`src/verilog/vfdc_map.svh`:
```
`ifndef VFDC_MAP_SVH
`define VFDC_MAP_SVH
// serial word framing
`define VFDC_WORD_BITS 8
// command opcodes in bits 7..4 of the first byte
`define VFDC_OP_CHAR 4'h8
`define VFDC_OP_GLYPH 4'h4
`define VFDC_OP_SYMBOL 4'hc
`define VFDC_OP_DUTY 4'ha
`define VFDC_OP_DIGITS 4'h6
`define VFDC_OP_LIGHTS 4'he
// field positions
`define VFDC_OP_MSB 7
`define VFDC_OP_LSB 4
`define VFDC_ARG_MSB 3
`define VFDC_LIGHT_OFF_BIT 0
`define VFDC_LIGHT_ON_BIT 1
// reset values
`define VFDC_RST_ADDR 4'h0
`define VFDC_RST_DUTY 4'h0
`define VFDC_RST_DIGITS 4'h0
`define VFDC_RST_COUNT 5'h10
`endif

```
`src/verilog/vfdc_pkg.sv`:
```
package vfdc_pkg;
	// decoder state: which kind of byte comes next
	typedef enum logic [2:0] {
		VFDC_ST_CMD,
		VFDC_ST_CHAR,
		VFDC_ST_GLYPH_LO,
		VFDC_ST_GLYPH_HI,
		VFDC_ST_SYMBOL,
		VFDC_ST_TEST
	} vfdc_state_t;
endpackage

```
`src/verilog/vfdc_shift_rx.sv`:
```
`timescale 1ns/100ps
`include "vfdc_map.svh"
// serial receiver: syncs pins, shifts lsb first, pulses per whole byte
module vfdc_shift_rx
(
	input wire logic i_core_clk,
	input wire logic i_rst,
	input wire logic i_cs_n,
	input wire logic i_shift_clock_n,
	input wire logic i_serial_data_in,
	output logic o_byte_valid,
	output logic [7:0] o_byte,
	output logic o_cs_active
);
	logic [1:0] cs_sync_r; // two sync stages, select needs no edge history
	logic [2:0] ck_sync_r; // clock sync plus previous value for edge detect
	logic [1:0] da_sync_r;
	logic [7:0] shift_r;
	logic [7:0] shift_nxt;
	logic [2:0] cnt_r; // bits gathered in the current byte
	logic [2:0] cnt_nxt;
	logic valid_r;
	logic valid_nxt;
	logic [7:0] byte_r;
	logic [7:0] byte_nxt;
	logic rise;
	logic sel;

	// only stage 2 onward is read by logic
	assign rise = ck_sync_r[1] & ~ck_sync_r[2];
	assign sel = ~cs_sync_r[1];

	// shifter next-state
	always_comb
	begin
		shift_nxt = shift_r;
		cnt_nxt = cnt_r;
		valid_nxt = 1'b0;
		byte_nxt = byte_r;
		if (!sel)
		begin
			// partial byte dropped, realign on next select
			cnt_nxt = 3'h0;
		end
		else if (rise)
		begin
			// data enters at the top, so the first bit ends at bit 0
			shift_nxt = {da_sync_r[1], shift_r[7:1]};
			cnt_nxt = cnt_r + 3'h1;
			if (cnt_r == 3'h7)
			begin
				// internal load strobe, host gives none
				valid_nxt = 1'b1;
				byte_nxt = {da_sync_r[1], shift_r[7:1]};
			end
		end
	end

	// registers; data sync is as deep as the clock's newest stage so setup holds
	always_ff @(posedge i_core_clk or posedge i_rst)
	begin
		if (i_rst)
		begin
			cs_sync_r <= 2'h3;
			ck_sync_r <= 3'h7;
			da_sync_r <= 2'h0;
			shift_r <= 8'h00;
			cnt_r <= 3'h0;
			valid_r <= 1'b0;
			byte_r <= 8'h00;
		end
		else
		begin
			cs_sync_r <= {cs_sync_r[0], i_cs_n};
			ck_sync_r <= {ck_sync_r[1:0], i_shift_clock_n};
			da_sync_r <= {da_sync_r[0], i_serial_data_in};
			shift_r <= shift_nxt;
			cnt_r <= cnt_nxt;
			valid_r <= valid_nxt;
			byte_r <= byte_nxt;
		end
	end

	assign o_byte_valid = valid_r;
	assign o_byte = byte_r;
	assign o_cs_active = sel;
endmodule // vfdc_shift_rx

```
`src/verilog/vfdc_decoder.sv`:
```
`timescale 1ns/100ps
`include "vfdc_map.svh"
module vfdc_decoder
#(
	parameter int DIGITS = 16, // digit positions
	parameter int GLYPHS = 16 // user glyph entries
)
(
	input wire logic i_core_clk,
	input wire logic i_rst,
	input wire logic i_cs_n,
	input wire logic i_shift_clock_n,
	input wire logic i_serial_data_in,
	input wire logic [3:0] i_scan_digit, // digit the scan logic reads
	input wire logic [15:0] i_rom_pattern, // glyph rom answer for o_rom_code
	output logic [3:0] o_duty, // brightness, n/16
	output logic [4:0] o_digit_count, // 1..16 digits
	output logic o_lights_on,
	output logic o_lights_off,
	output logic [7:0] o_rom_code, // code presented to glyph rom
	output logic [15:0] o_anode_output,
	output logic [1:0] o_symbol_output,
	output logic o_test_mode,
	output logic o_byte_strobe // one cycle per committed byte
);
	// receiver hand-off, all on the core clock
	logic byte_valid;
	logic [7:0] rx_byte;
	logic cs_active;
	// the three rams, written one item at a time
	logic [7:0] char_code_ram [DIGITS]; // contents undefined after reset
	logic [15:0] user_glyph_ram [GLYPHS];
	logic [1:0] symbol_ram [DIGITS];
	// command context and settings
	vfdc_pkg::vfdc_state_t st_r;
	vfdc_pkg::vfdc_state_t st_nxt;
	logic [3:0] addr_r; // shared pointer of the ram being written
	logic [3:0] addr_nxt;
	logic [7:0] glyph_lo_r; // first half of a glyph item
	logic [7:0] glyph_lo_nxt;
	logic [3:0] duty_r;
	logic [3:0] duty_nxt;
	logic [3:0] digits_r;
	logic [3:0] digits_nxt;
	logic on_r;
	logic on_nxt;
	logic off_r;
	logic off_nxt;
	// one-cycle write enables from the decoder
	logic wr_char;
	logic wr_glyph;
	logic wr_sym;
	// display read side
	logic [7:0] code_r; // code of scanned digit, pipeline stage
	logic [15:0] anode_r;
	logic [1:0] sym_r;
	logic strobe_r;
	// decoded copies, so every output leaves a flip-flop
	logic [4:0] count_r; // digits actually scanned, 1..16
	logic [4:0] count_nxt;
	logic test_r; // factory test state flag
	logic test_nxt;

	// returns the opcode nibble of a first byte
	function automatic logic [3:0] op_of(input logic [7:0] b);
		op_of = b[`VFDC_OP_MSB:`VFDC_OP_LSB];
	endfunction

	vfdc_shift_rx u_rx
	(
		.i_core_clk(i_core_clk),
		.i_rst(i_rst),
		.i_cs_n(i_cs_n),
		.i_shift_clock_n(i_shift_clock_n),
		.i_serial_data_in(i_serial_data_in),
		.o_byte_valid(byte_valid),
		.o_byte(rx_byte),
		.o_cs_active(cs_active)
	);

	// command decode next-state
	always_comb
	begin
		st_nxt = st_r;
		addr_nxt = addr_r;
		glyph_lo_nxt = glyph_lo_r;
		duty_nxt = duty_r;
		digits_nxt = digits_r;
		on_nxt = on_r;
		off_nxt = off_r;
		wr_char = 1'b0;
		wr_glyph = 1'b0;
		wr_sym = 1'b0;
		if (!cs_active)
		begin
			// select high ends any command; next byte is a first byte
			if (st_r != vfdc_pkg::VFDC_ST_GLYPH_HI)
			begin
				st_nxt = vfdc_pkg::VFDC_ST_CMD;
			end
			else
			begin
				// a half glyph item is dropped, the address is kept
				st_nxt = vfdc_pkg::VFDC_ST_CMD;
			end
		end
		// one step per committed byte
		else if (byte_valid)
		begin
			case (st_r)
				vfdc_pkg::VFDC_ST_CMD:
				begin
					// first byte: opcode in the high nibble, argument in the low
					case (op_of(rx_byte))
						`VFDC_OP_CHAR:
						begin
							addr_nxt = rx_byte[`VFDC_ARG_MSB:0];
							st_nxt = vfdc_pkg::VFDC_ST_CHAR;
						end
						`VFDC_OP_GLYPH:
						begin
							addr_nxt = rx_byte[`VFDC_ARG_MSB:0];
							st_nxt = vfdc_pkg::VFDC_ST_GLYPH_LO;
						end
						`VFDC_OP_SYMBOL:
						begin
							addr_nxt = rx_byte[`VFDC_ARG_MSB:0];
							st_nxt = vfdc_pkg::VFDC_ST_SYMBOL;
						end
						`VFDC_OP_DUTY:
						begin
							duty_nxt = rx_byte[`VFDC_ARG_MSB:0];
						end
						`VFDC_OP_DIGITS:
						begin
							digits_nxt = rx_byte[`VFDC_ARG_MSB:0];
						end
						`VFDC_OP_LIGHTS:
						begin
							// bits 2..3 ignored
							off_nxt = rx_byte[`VFDC_LIGHT_OFF_BIT];
							on_nxt = rx_byte[`VFDC_LIGHT_ON_BIT];
						end
						default:
						begin
							// undefined code: swallow bytes until select rises
							st_nxt = vfdc_pkg::VFDC_ST_TEST;
						end
					endcase
				end
				// each further byte is one character code
				vfdc_pkg::VFDC_ST_CHAR:
				begin
					wr_char = 1'b1;
					addr_nxt = addr_r + 4'h1;
				end
				// low half of the pattern waits for its partner
				vfdc_pkg::VFDC_ST_GLYPH_LO:
				begin
					glyph_lo_nxt = rx_byte;
					st_nxt = vfdc_pkg::VFDC_ST_GLYPH_HI;
				end
				vfdc_pkg::VFDC_ST_GLYPH_HI:
				begin
					// both bytes make one item, so increment only now
					wr_glyph = 1'b1;
					addr_nxt = addr_r + 4'h1;
					st_nxt = vfdc_pkg::VFDC_ST_GLYPH_LO;
				end
				// only the two low bits of a symbol byte count
				vfdc_pkg::VFDC_ST_SYMBOL:
				begin
					wr_sym = 1'b1;
					addr_nxt = addr_r + 4'h1;
				end
				// factory test state: nothing is stored
				vfdc_pkg::VFDC_ST_TEST:
				begin
					st_nxt = vfdc_pkg::VFDC_ST_TEST;
				end
				// unused encodings fall back to a first byte
				default:
				begin
					st_nxt = vfdc_pkg::VFDC_ST_CMD;
				end
			endcase
		end
		// decoded ahead of the register so the outputs carry no logic
		count_nxt = (digits_nxt == 4'h0) ? 5'h10 : {1'b0, digits_nxt};
		test_nxt = (st_nxt == vfdc_pkg::VFDC_ST_TEST);
	end

	// control registers, constants only under reset
	always_ff @(posedge i_core_clk or posedge i_rst)
	begin
		if (i_rst)
		begin
			st_r <= vfdc_pkg::VFDC_ST_CMD;
			addr_r <= `VFDC_RST_ADDR;
			glyph_lo_r <= 8'h00;
			duty_r <= `VFDC_RST_DUTY;
			digits_r <= `VFDC_RST_DIGITS;
			on_r <= 1'b0;
			off_r <= 1'b0;
			// a zero digit register still reads as sixteen
			count_r <= `VFDC_RST_COUNT;
			test_r <= 1'b0;
		end
		else
		begin
			st_r <= st_nxt;
			addr_r <= addr_nxt;
			glyph_lo_r <= glyph_lo_nxt;
			duty_r <= duty_nxt;
			digits_r <= digits_nxt;
			on_r <= on_nxt;
			off_r <= off_nxt;
			count_r <= count_nxt;
			test_r <= test_nxt;
		end
	end

	// ram writes; no reset so they map onto plain memory
	always_ff @(posedge i_core_clk)
	begin
		// the pointer is the one in use before this item's increment
		if (wr_char)
		begin
			char_code_ram[addr_r] <= rx_byte;
		end
		if (wr_glyph)
		begin
			user_glyph_ram[addr_r] <= {rx_byte, glyph_lo_r};
		end
		if (wr_sym)
		begin
			symbol_ram[addr_r] <= rx_byte[1:0];
		end
	end

	// display read pipeline: code, then pattern; outputs low until reset ends
	always_ff @(posedge i_core_clk or posedge i_rst)
	begin
		if (i_rst)
		begin
			code_r <= 8'h00;
			anode_r <= 16'h0000;
			sym_r <= 2'h0;
			strobe_r <= 1'b0;
		end
		else
		begin
			code_r <= char_code_ram[i_scan_digit];
			// codes below GLYPHS come from user ram, the rest from rom
			if (code_r < 8'(GLYPHS))
			begin
				anode_r <= user_glyph_ram[code_r[3:0]];
			end
			else
			begin
				anode_r <= i_rom_pattern;
			end
			// symbols bypass glyph translation, one cycle after the digit
			sym_r <= symbol_ram[i_scan_digit];
			// mirrors the internal load strobe for the scan side
			strobe_r <= byte_valid & cs_active;
		end
	end

	// every output is a plain flip-flop
	assign o_duty = duty_r;
	assign o_digit_count = count_r;
	assign o_lights_on = on_r;
	assign o_lights_off = off_r;
	assign o_rom_code = code_r;
	assign o_anode_output = anode_r;
	assign o_symbol_output = sym_r;
	assign o_test_mode = test_r;
	assign o_byte_strobe = strobe_r;
endmodule // vfdc_decoder

```
`config.mk`:
```
export PLATFORM = sky130hd
export DESIGN_NAME = vfdc_decoder
export DESIGN_NICKNAME = d
export VERILOG_FILES = /design/src/verilog/vfdc_pkg.sv /design/src/verilog/vfdc_shift_rx.sv /design/src/verilog/vfdc_decoder.sv
export VERILOG_INCLUDE_DIRS = /design/src /design/src/verilog
export SDC_FILE = /design/constraint.sdc
export NUM_CORES = 1
export LEC_CHECK = 0
export ABC_AREA = 1
export BUFFER_PORTS_ARGS = -buffer_cell sky130_fd_sc_hd__buf_4
export CORE_AREA = 2 2 194 196
export CTS_CLUSTER_DIAMETER = 80
export DETAILED_ROUTE_END_ITERATION = 8
export DIE_AREA = 0 0 196 198
export HOLD_SLACK_MARGIN = 0.08
export PLACE_DENSITY = 0.78
export SLEW_MARGIN = 10
export SYNTH_ARGS = -nofsm -noshare
export SYNTH_HDL_FRONTEND = slang
export SYNTH_SLANG_ARGS = --single-unit
```
`constraint.sdc`:
```
create_clock -name i_core_clk -period 2.95 [get_ports i_core_clk]
set_input_delay 0.59 -clock i_core_clk [delete_from_list [all_inputs] [get_ports i_core_clk]]
set_output_delay 0.59 -clock i_core_clk [all_outputs]
set_load 0.005 [all_outputs]
```
-- Word level (Yosys, flattened, before mapping)
Memory sizes are Yosys's and may differ from the RTL's. A register that Yosys moved wholly into a read port is not among the register bits.
Index checks and enable logic that the tools add are counted.
Widths: inputs -> output; s select.
- add/sub/neg operators: 2
- order comparisons: 1
- equality and inequality tests: 14
- mux-type cells: 32
- bitwise logic cells: 4
- reductions and logical operators: 14
- operators with widths (cell ; count):
    $mux 4 ; 5
    $mux 1 ; 18
    $eq 4x4->1 const B ; 4
    $mux 16 ; 1
    $pmux 3 s5 ; 1
    $eq 3x3->1 const B ; 4
    $mux 3 ; 4
    $pmux 3 s4 ; 1
    $reduce_and 4->1 ; 3
    $reduce_or 3->1 ; 3
    $eq 4x3->1 const B ; 2
    $lt 8x5->1 const B ; 1
    $pmux 4 s2 ; 1
    $eq 3x2->1 const B ; 2
    $reduce_and 3->1 ; 2
    $mux 5 ; 1
    $add 4x1->4 const B ; 1
    $logic_not 4->1 ; 1
    $reduce_bool 2->1 ; 2
    $add 3x1->3 const B ; 1
    $eq 3x1->1 const B ; 1
    $logic_not 3->1 ; 1
    $and 1x1->1 ; 2
    $ne 2x2->1 const B ; 1
    other kinds (3) ; 4
- flip-flop bits (word level): 75
- bits in writable memories: 416
- input port bits: 25
- output and inout port bits: 39
- word-level logic and storage cells: 88
- memories: 3
- memories (name ; words ; width ; rd ports ; clocked after Yosys merged registers in ; wr ports ; RTL line ; RTL):
    user_glyph_ram ; 16 ; 16 ; 1 ; 0 ; 1 ; vfdc_decoder.sv:32 ; logic [15:0] user_glyph_ram [GLYPHS];
    char_code_ram ; 16 ; 8 ; 1 ; 1 ; 1 ; vfdc_decoder.sv:31 ; logic [7:0] char_code_ram [DIGITS];
    symbol_ram ; 16 ; 2 ; 1 ; 1 ; 1 ; vfdc_decoder.sv:33 ; logic [1:0] symbol_ram [DIGITS];

-- Logic depth before layout (Yosys ltp)
- word-level depth: 7
- mapped depth: 11
- gate-level depth less buffers: 11

-- Modules after synthesis
From an unflattened synthesis, not the netlist that was laid out.
- cell total of the unflattened synthesis: 1691
- area total of the unflattened synthesis: 19999.2 µm²
- by module, submodules not included (module ; times used ; cells each ; area an instance (µm²) ; sequential area each (µm²)):
    vfdc_decoder ; 1 ; 1599 ; 18992.0 ; 13944.6
    vfdc_shift_rx ; 1 ; 92 ; 1007.2 ; 656.9

-- Worst setup path before layout
No wires, ideal clock.
- path type: reg2reg
- start point: register u_rx.cs_sync_r[1]
- end point: memory user_glyph_ram[0][0] (enable)
- setup time: 388 ps
- data arrival time: 1738 ps
- data required time: 2562 ps
- path slack: 824 ps
- stages on the path, launching flop included: 7
- path buffers: 1
- period minus slack after synthesis: 2126 ps
- cell sequence: dfstp_2 > inv_1 > nand2_1 > inv_2 > nand4_2 > buf_2 > nor2_1
- word-level cells in the longest chain between the ends: 3
- ends and longest elaborated chain (element ; RTL line ; RTL):
    start: declaration ; vfdc_shift_rx.sv:15 ; logic [1:0] cs_sync_r;
    start signal: assignment ; vfdc_shift_rx.sv:74 ; cs_sync_r <= {cs_sync_r[0], i_cs_n};
    $mux 1 ; vfdc_decoder.sv:94 ; if (!cs_active)
    $mux 1 ; vfdc_decoder.sv:231 ; if (wr_glyph)
    $mux 1 (not written as such) ; vfdc_decoder.sv:233 ; user_glyph_ram[addr_r] <= {rx_byte, glyph_lo_r};
    end: declaration ; vfdc_decoder.sv:32 ;
Every way passes these cells.

-- Worst setup path after layout
- start point: register code_r[1] (netlist: o_rom_code[1]) (read register of char_code_ram)
- end point: output o_rom_code[1]
- RTL lines (element ; RTL line ; RTL):
    start: declaration ; vfdc_decoder.sv:54 ; logic [7:0] code_r;
    end: declaration ; vfdc_decoder.sv:20 ; output logic [7:0] o_rom_code,
No word-level cell between the ends.

==> impl_metrics.env <==
export IMPL_run_status="completed"
export IMPL_layout_area_overhead_vs_synth_pct=13.1
export IMPL_grt_first_pass_wirelength_mm=71.8
export IMPL_cap_viol_max_count=0
export IMPL_wl_met1_mm=18.5
export IMPL_largest_clock_skew_in_the_final_design_ns=0.0295
export IMPL_post_synth_edffs=416
export IMPL_routed_via_density=5.81
export IMPL_final_common_cell="sky130_fd_sc_hd__edfxtp_1"
export IMPL_h_tree_depth=2
export IMPL_met3WireLength_mm=4.43
export IMPL_layout_filler_cells=2719
export IMPL_clk_pin_slew_worst_paths_ns=0.06
export IMPL_critPathRequiredTime_ns=2.36
export IMPL_pin_slew_with_the_least_headroom_to_its_limit_ns=0.909
export IMPL_final_util_pct=61.0
export IMPL_grt_usage_pct=24.2
export IMPL_max_slew_margin_pct=39.4
export IMPL_mostFrequentLayoutCells="416 x sky130_fd_sc_hd__edfxtp_1, 378 x sky130_fd_sc_hd__nand2_1, 217 x sky130_fd_sc_hd__nand3_1"
export IMPL_async_reset_ff_share_pct=16.8
export IMPL_setup_tns_final_ns=0
export IMPL_grt_overflow_total=0
export IMPL_total_leakage_power_uw=0.00826
export IMPL_final_setup_viol_count=0
export IMPL_nNetsFinal=1773
export IMPL_final_antenna_net_count=0
export IMPL_port_buffer_count=63
export IMPL_synth_top_cell_area_share_pct=62.6
export IMPL_final_period_utilization_pct=83.1
export IMPL_yosys_register_bits=500
export IMPL_total_switching_power_uw=3260
export IMPL_diodes=0
export IMPL_synth_cell_types=37
export IMPL_via_count=13107
export IMPL_grt_start_max_net_pins=130
export IMPL_dr_first_iter_drc_count=1535
export IMPL_synth_fp_nets=1707
export IMPL_hold_buffers=0
export IMPL_combinationalPowerShare_pct=6.3
export IMPL_ir_drop_uv=440
export IMPL_synth_yosys_warnings=0
export IMPL_cts_buffers_inserted=49
export IMPL_number_of_i_o_pins=64
export IMPL_finalMaxSlewViolations=0
export IMPL_cp_max_fanout=65
export IMPL_cp_arrival_ns=1.86
export IMPL_grt_setup_unrepaired="false"
export IMPL_highest_layer_used_for_signal_routing="met4"
export IMPL_synthesized_netlist_cell_count=1676
export IMPL_cts_sinks=500
export IMPL_detailed_place_area_um2=21000
export IMPL_fp_row_count=71
export IMPL_cells_after_dpl=2165
export IMPL_post_synth_cell_area_avg_um2=11.9
export IMPL_yosys_most_used_dff="sky130_fd_sc_hd__edfxtp_1"
export IMPL_p_clk_share_pct=41.4
export IMPL_finish_cell_count_without_fillers=2255
export IMPL_internal_power_uw=11400
export IMPL_hold_viol_final=0
export IMPL_setup_worst_path_start_class="flip-flop"
export IMPL_path_class="reg -> out"
export IMPL_finalCriticalPeriod_ns=2.45
export IMPL_swShare_pct=22.3
export IMPL_initial_core_util_pct=54.0
export IMPL_final_cell_area_um2=22600
export IMPL_main_area_contributors_after_synthesis="sky130_fd_sc_hd__edfxtp_1 63%, sky130_fd_sc_hd__dfrtp_1 9.8%, sky130_fd_sc_hd__nand2_1 7.1%"
export IMPL_yosysTopAreaCell="sky130_fd_sc_hd__edfxtp_1"
export IMPL_antenna_violations_before_repair=0
export IMPL_max_clock_freq_ghz=0.408
export IMPL_finalWirelength_mm=45.6
export IMPL_dr_wl_met2_mm=21.4
export IMPL_drc=0
export IMPL_cts_resized=0
export IMPL_synth_area_um2=19900
export IMPL_clk_path_buf_depth=3
export IMPL_seq_area_frac_synth_pct=73.2
export IMPL_chipHeight_um=198
export IMPL_power_density_nw_per_um2=649
export IMPL_avgRoutedWirePerCell_um=20.2
export IMPL_critPathCaptureType="output port"
export IMPL_drive_gt1_share_pct=11.7
export IMPL_tritoncts="done"
export IMPL_cts_repair_timing_setup_buffer_count=0
export IMPL_first_pass_iters=6
export IMPL_ctsRootBufferMaster="sky130_fd_sc_hd__clkbuf_16"
export IMPL_vias_in_the_first_global_route=12915
export IMPL_hp_class="in -> async"
export IMPL_dp_hpwl_mm=26.4
export IMPL_die_width_um=196
export IMPL_core_um2=37000
export IMPL_place_congestion=0.856
export IMPL_worstSkewPairLatency_ns=0.60
export IMPL_power_share_sequential_pct=52.3
export IMPL_die_area_um2=38800
## critical path, stage by stage (launching register included)
cell,delay [ns]
sky130_fd_sc_hd__dfrtp_2,0.36
sky130_fd_sc_hd__buf_4,0.66
sky130_fd_sc_hd__buf_4,0.25
## worst paths after layout
| check | start | endpoint | slack, ns | depth (start not counted) |
|---|---|---|---|---|
| max in group asynchronous | i_rst | o_rom_code[0] | 2.44 | 3 |
| max reg2reg | u_rx.cs_sync_r[1] | char_code_ram[6][5] | 0.61 | 5 |
| min in group i_core_clk | i_shift_clock_n | u_rx.ck_sync_r[0] | 0.12 | 1 |
| max | o_rom_code[1] | o_rom_code[1] | 0.50 | 2 |
| min reg2reg | u_rx.ck_sync_r[0] | u_rx.ck_sync_r[1] | 0.35 | 0 |
| min | i_rst | o_digit_count[3] | 0.12 | 3 |
## kinds of logic after synthesis
| group | after synthesis | synth area share, % |
|---|---|---|
| AOI/OAI and AO/OA | 214 | 6.20 |
| xor gates and xnor gates | 2 | 0.0878 |
| adders and majority gates | 6 | 0.376 |
| buffers and inverters | 145 | 3.07 |
| DFF | 500 | 73.2 |
| and+or+nand+nor | 809 | 17.1 |
## power groups by stage
stage               Clock [uW]  Combinational, uW  Sequential [uW]
floorplan                    0                608             7790
global placement             0                888             7800
detailed placement           0                913             7800
CTS                       6110                922             7660
global route              6380               1030             7660
finish                    6050                926             7660
## state kept, by name (all words and copies together) (netlist names), 4 cells and up
| signal | count |
|---|---|
| char_code_ram | 128 |
| o_digit_count | 5 |
| addr_r | 4 |
| u_rx.shift_r | 7 |
| digits_r | 4 |
| symbol_ram | 32 |
| glyph_lo_r | 8 |
| o_rom_code | 8 |
| o_duty | 4 |
| user_glyph_ram | 256 |
| o_anode_output | 16 |
| u_rx.o_byte | 8 |
## layer usage
metal / up-vias / global-route usage [%]
met2: 698 / 39.3
met3: 107 / 4.65
met4: 0 / 7.77
li1: 5999 / -
met5: - / 0
met1: 6303 / 33.5
## Yosys cell counts, types with 2 or more instances
| master | count |
|---|---|
| sky130_fd_sc_hd__o21ai_2 | 4 |
| sky130_fd_sc_hd__buf_2 | 44 |
| sky130_fd_sc_hd__inv_1 | 46 |
| sky130_fd_sc_hd__a21oi_1 | 20 |
| sky130_fd_sc_hd__buf_1 | 8 |
| sky130_fd_sc_hd__dfrtp_1 | 78 |
| sky130_fd_sc_hd__nor2_2 | 3 |
| sky130_fd_sc_hd__o211ai_1 | 41 |
| sky130_fd_sc_hd__edfxtp_1 | 416 |
| sky130_fd_sc_hd__a21boi_0 | 15 |
| sky130_fd_sc_hd__ha_1 | 6 |
| sky130_fd_sc_hd__nand3_1 | 217 |
| sky130_fd_sc_hd__nand4_2 | 2 |
| sky130_fd_sc_hd__nor2_4 | 2 |
| sky130_fd_sc_hd__inv_2 | 5 |
| sky130_fd_sc_hd__a22o_1 | 2 |
| sky130_fd_sc_hd__clkbuf_1 | 38 |
| sky130_fd_sc_hd__nand2_1 | 378 |
| sky130_fd_sc_hd__nor2_1 | 200 |
| sky130_fd_sc_hd__o21ai_0 | 104 |
| sky130_fd_sc_hd__o21ai_1 | 26 |
| sky130_fd_sc_hd__dfstp_2 | 6 |
## metrics by stage
stage / hold slack [ns] / setup WS, ns / total power, uW
finish: 0.116 / 0.499 / 14600
global route: 0.0994 / 0.443 / 15100
CTS: 0.0898 / 0.487 / 14700
detailed placement: 0.343 / 0.670 / 8720
global placement: 0.340 / 0.689 / 8690
floorplan: 0.331 / 0.205 / 8390
## cell type report
type,instances,area (um2),area share (%)
Clock buffer,62,1340,5.93
Clock inverter,28,219,0.971
Inverter,52,198,0.876
Multi-Input combinational cell,1031,4740,21.0
Sequential cell,500,14600,64.8
Tap cell,474,593,2.63
Timing Repair Buffer,108,861,3.82
Note: power is estimated with default switching activity, not from simulation.
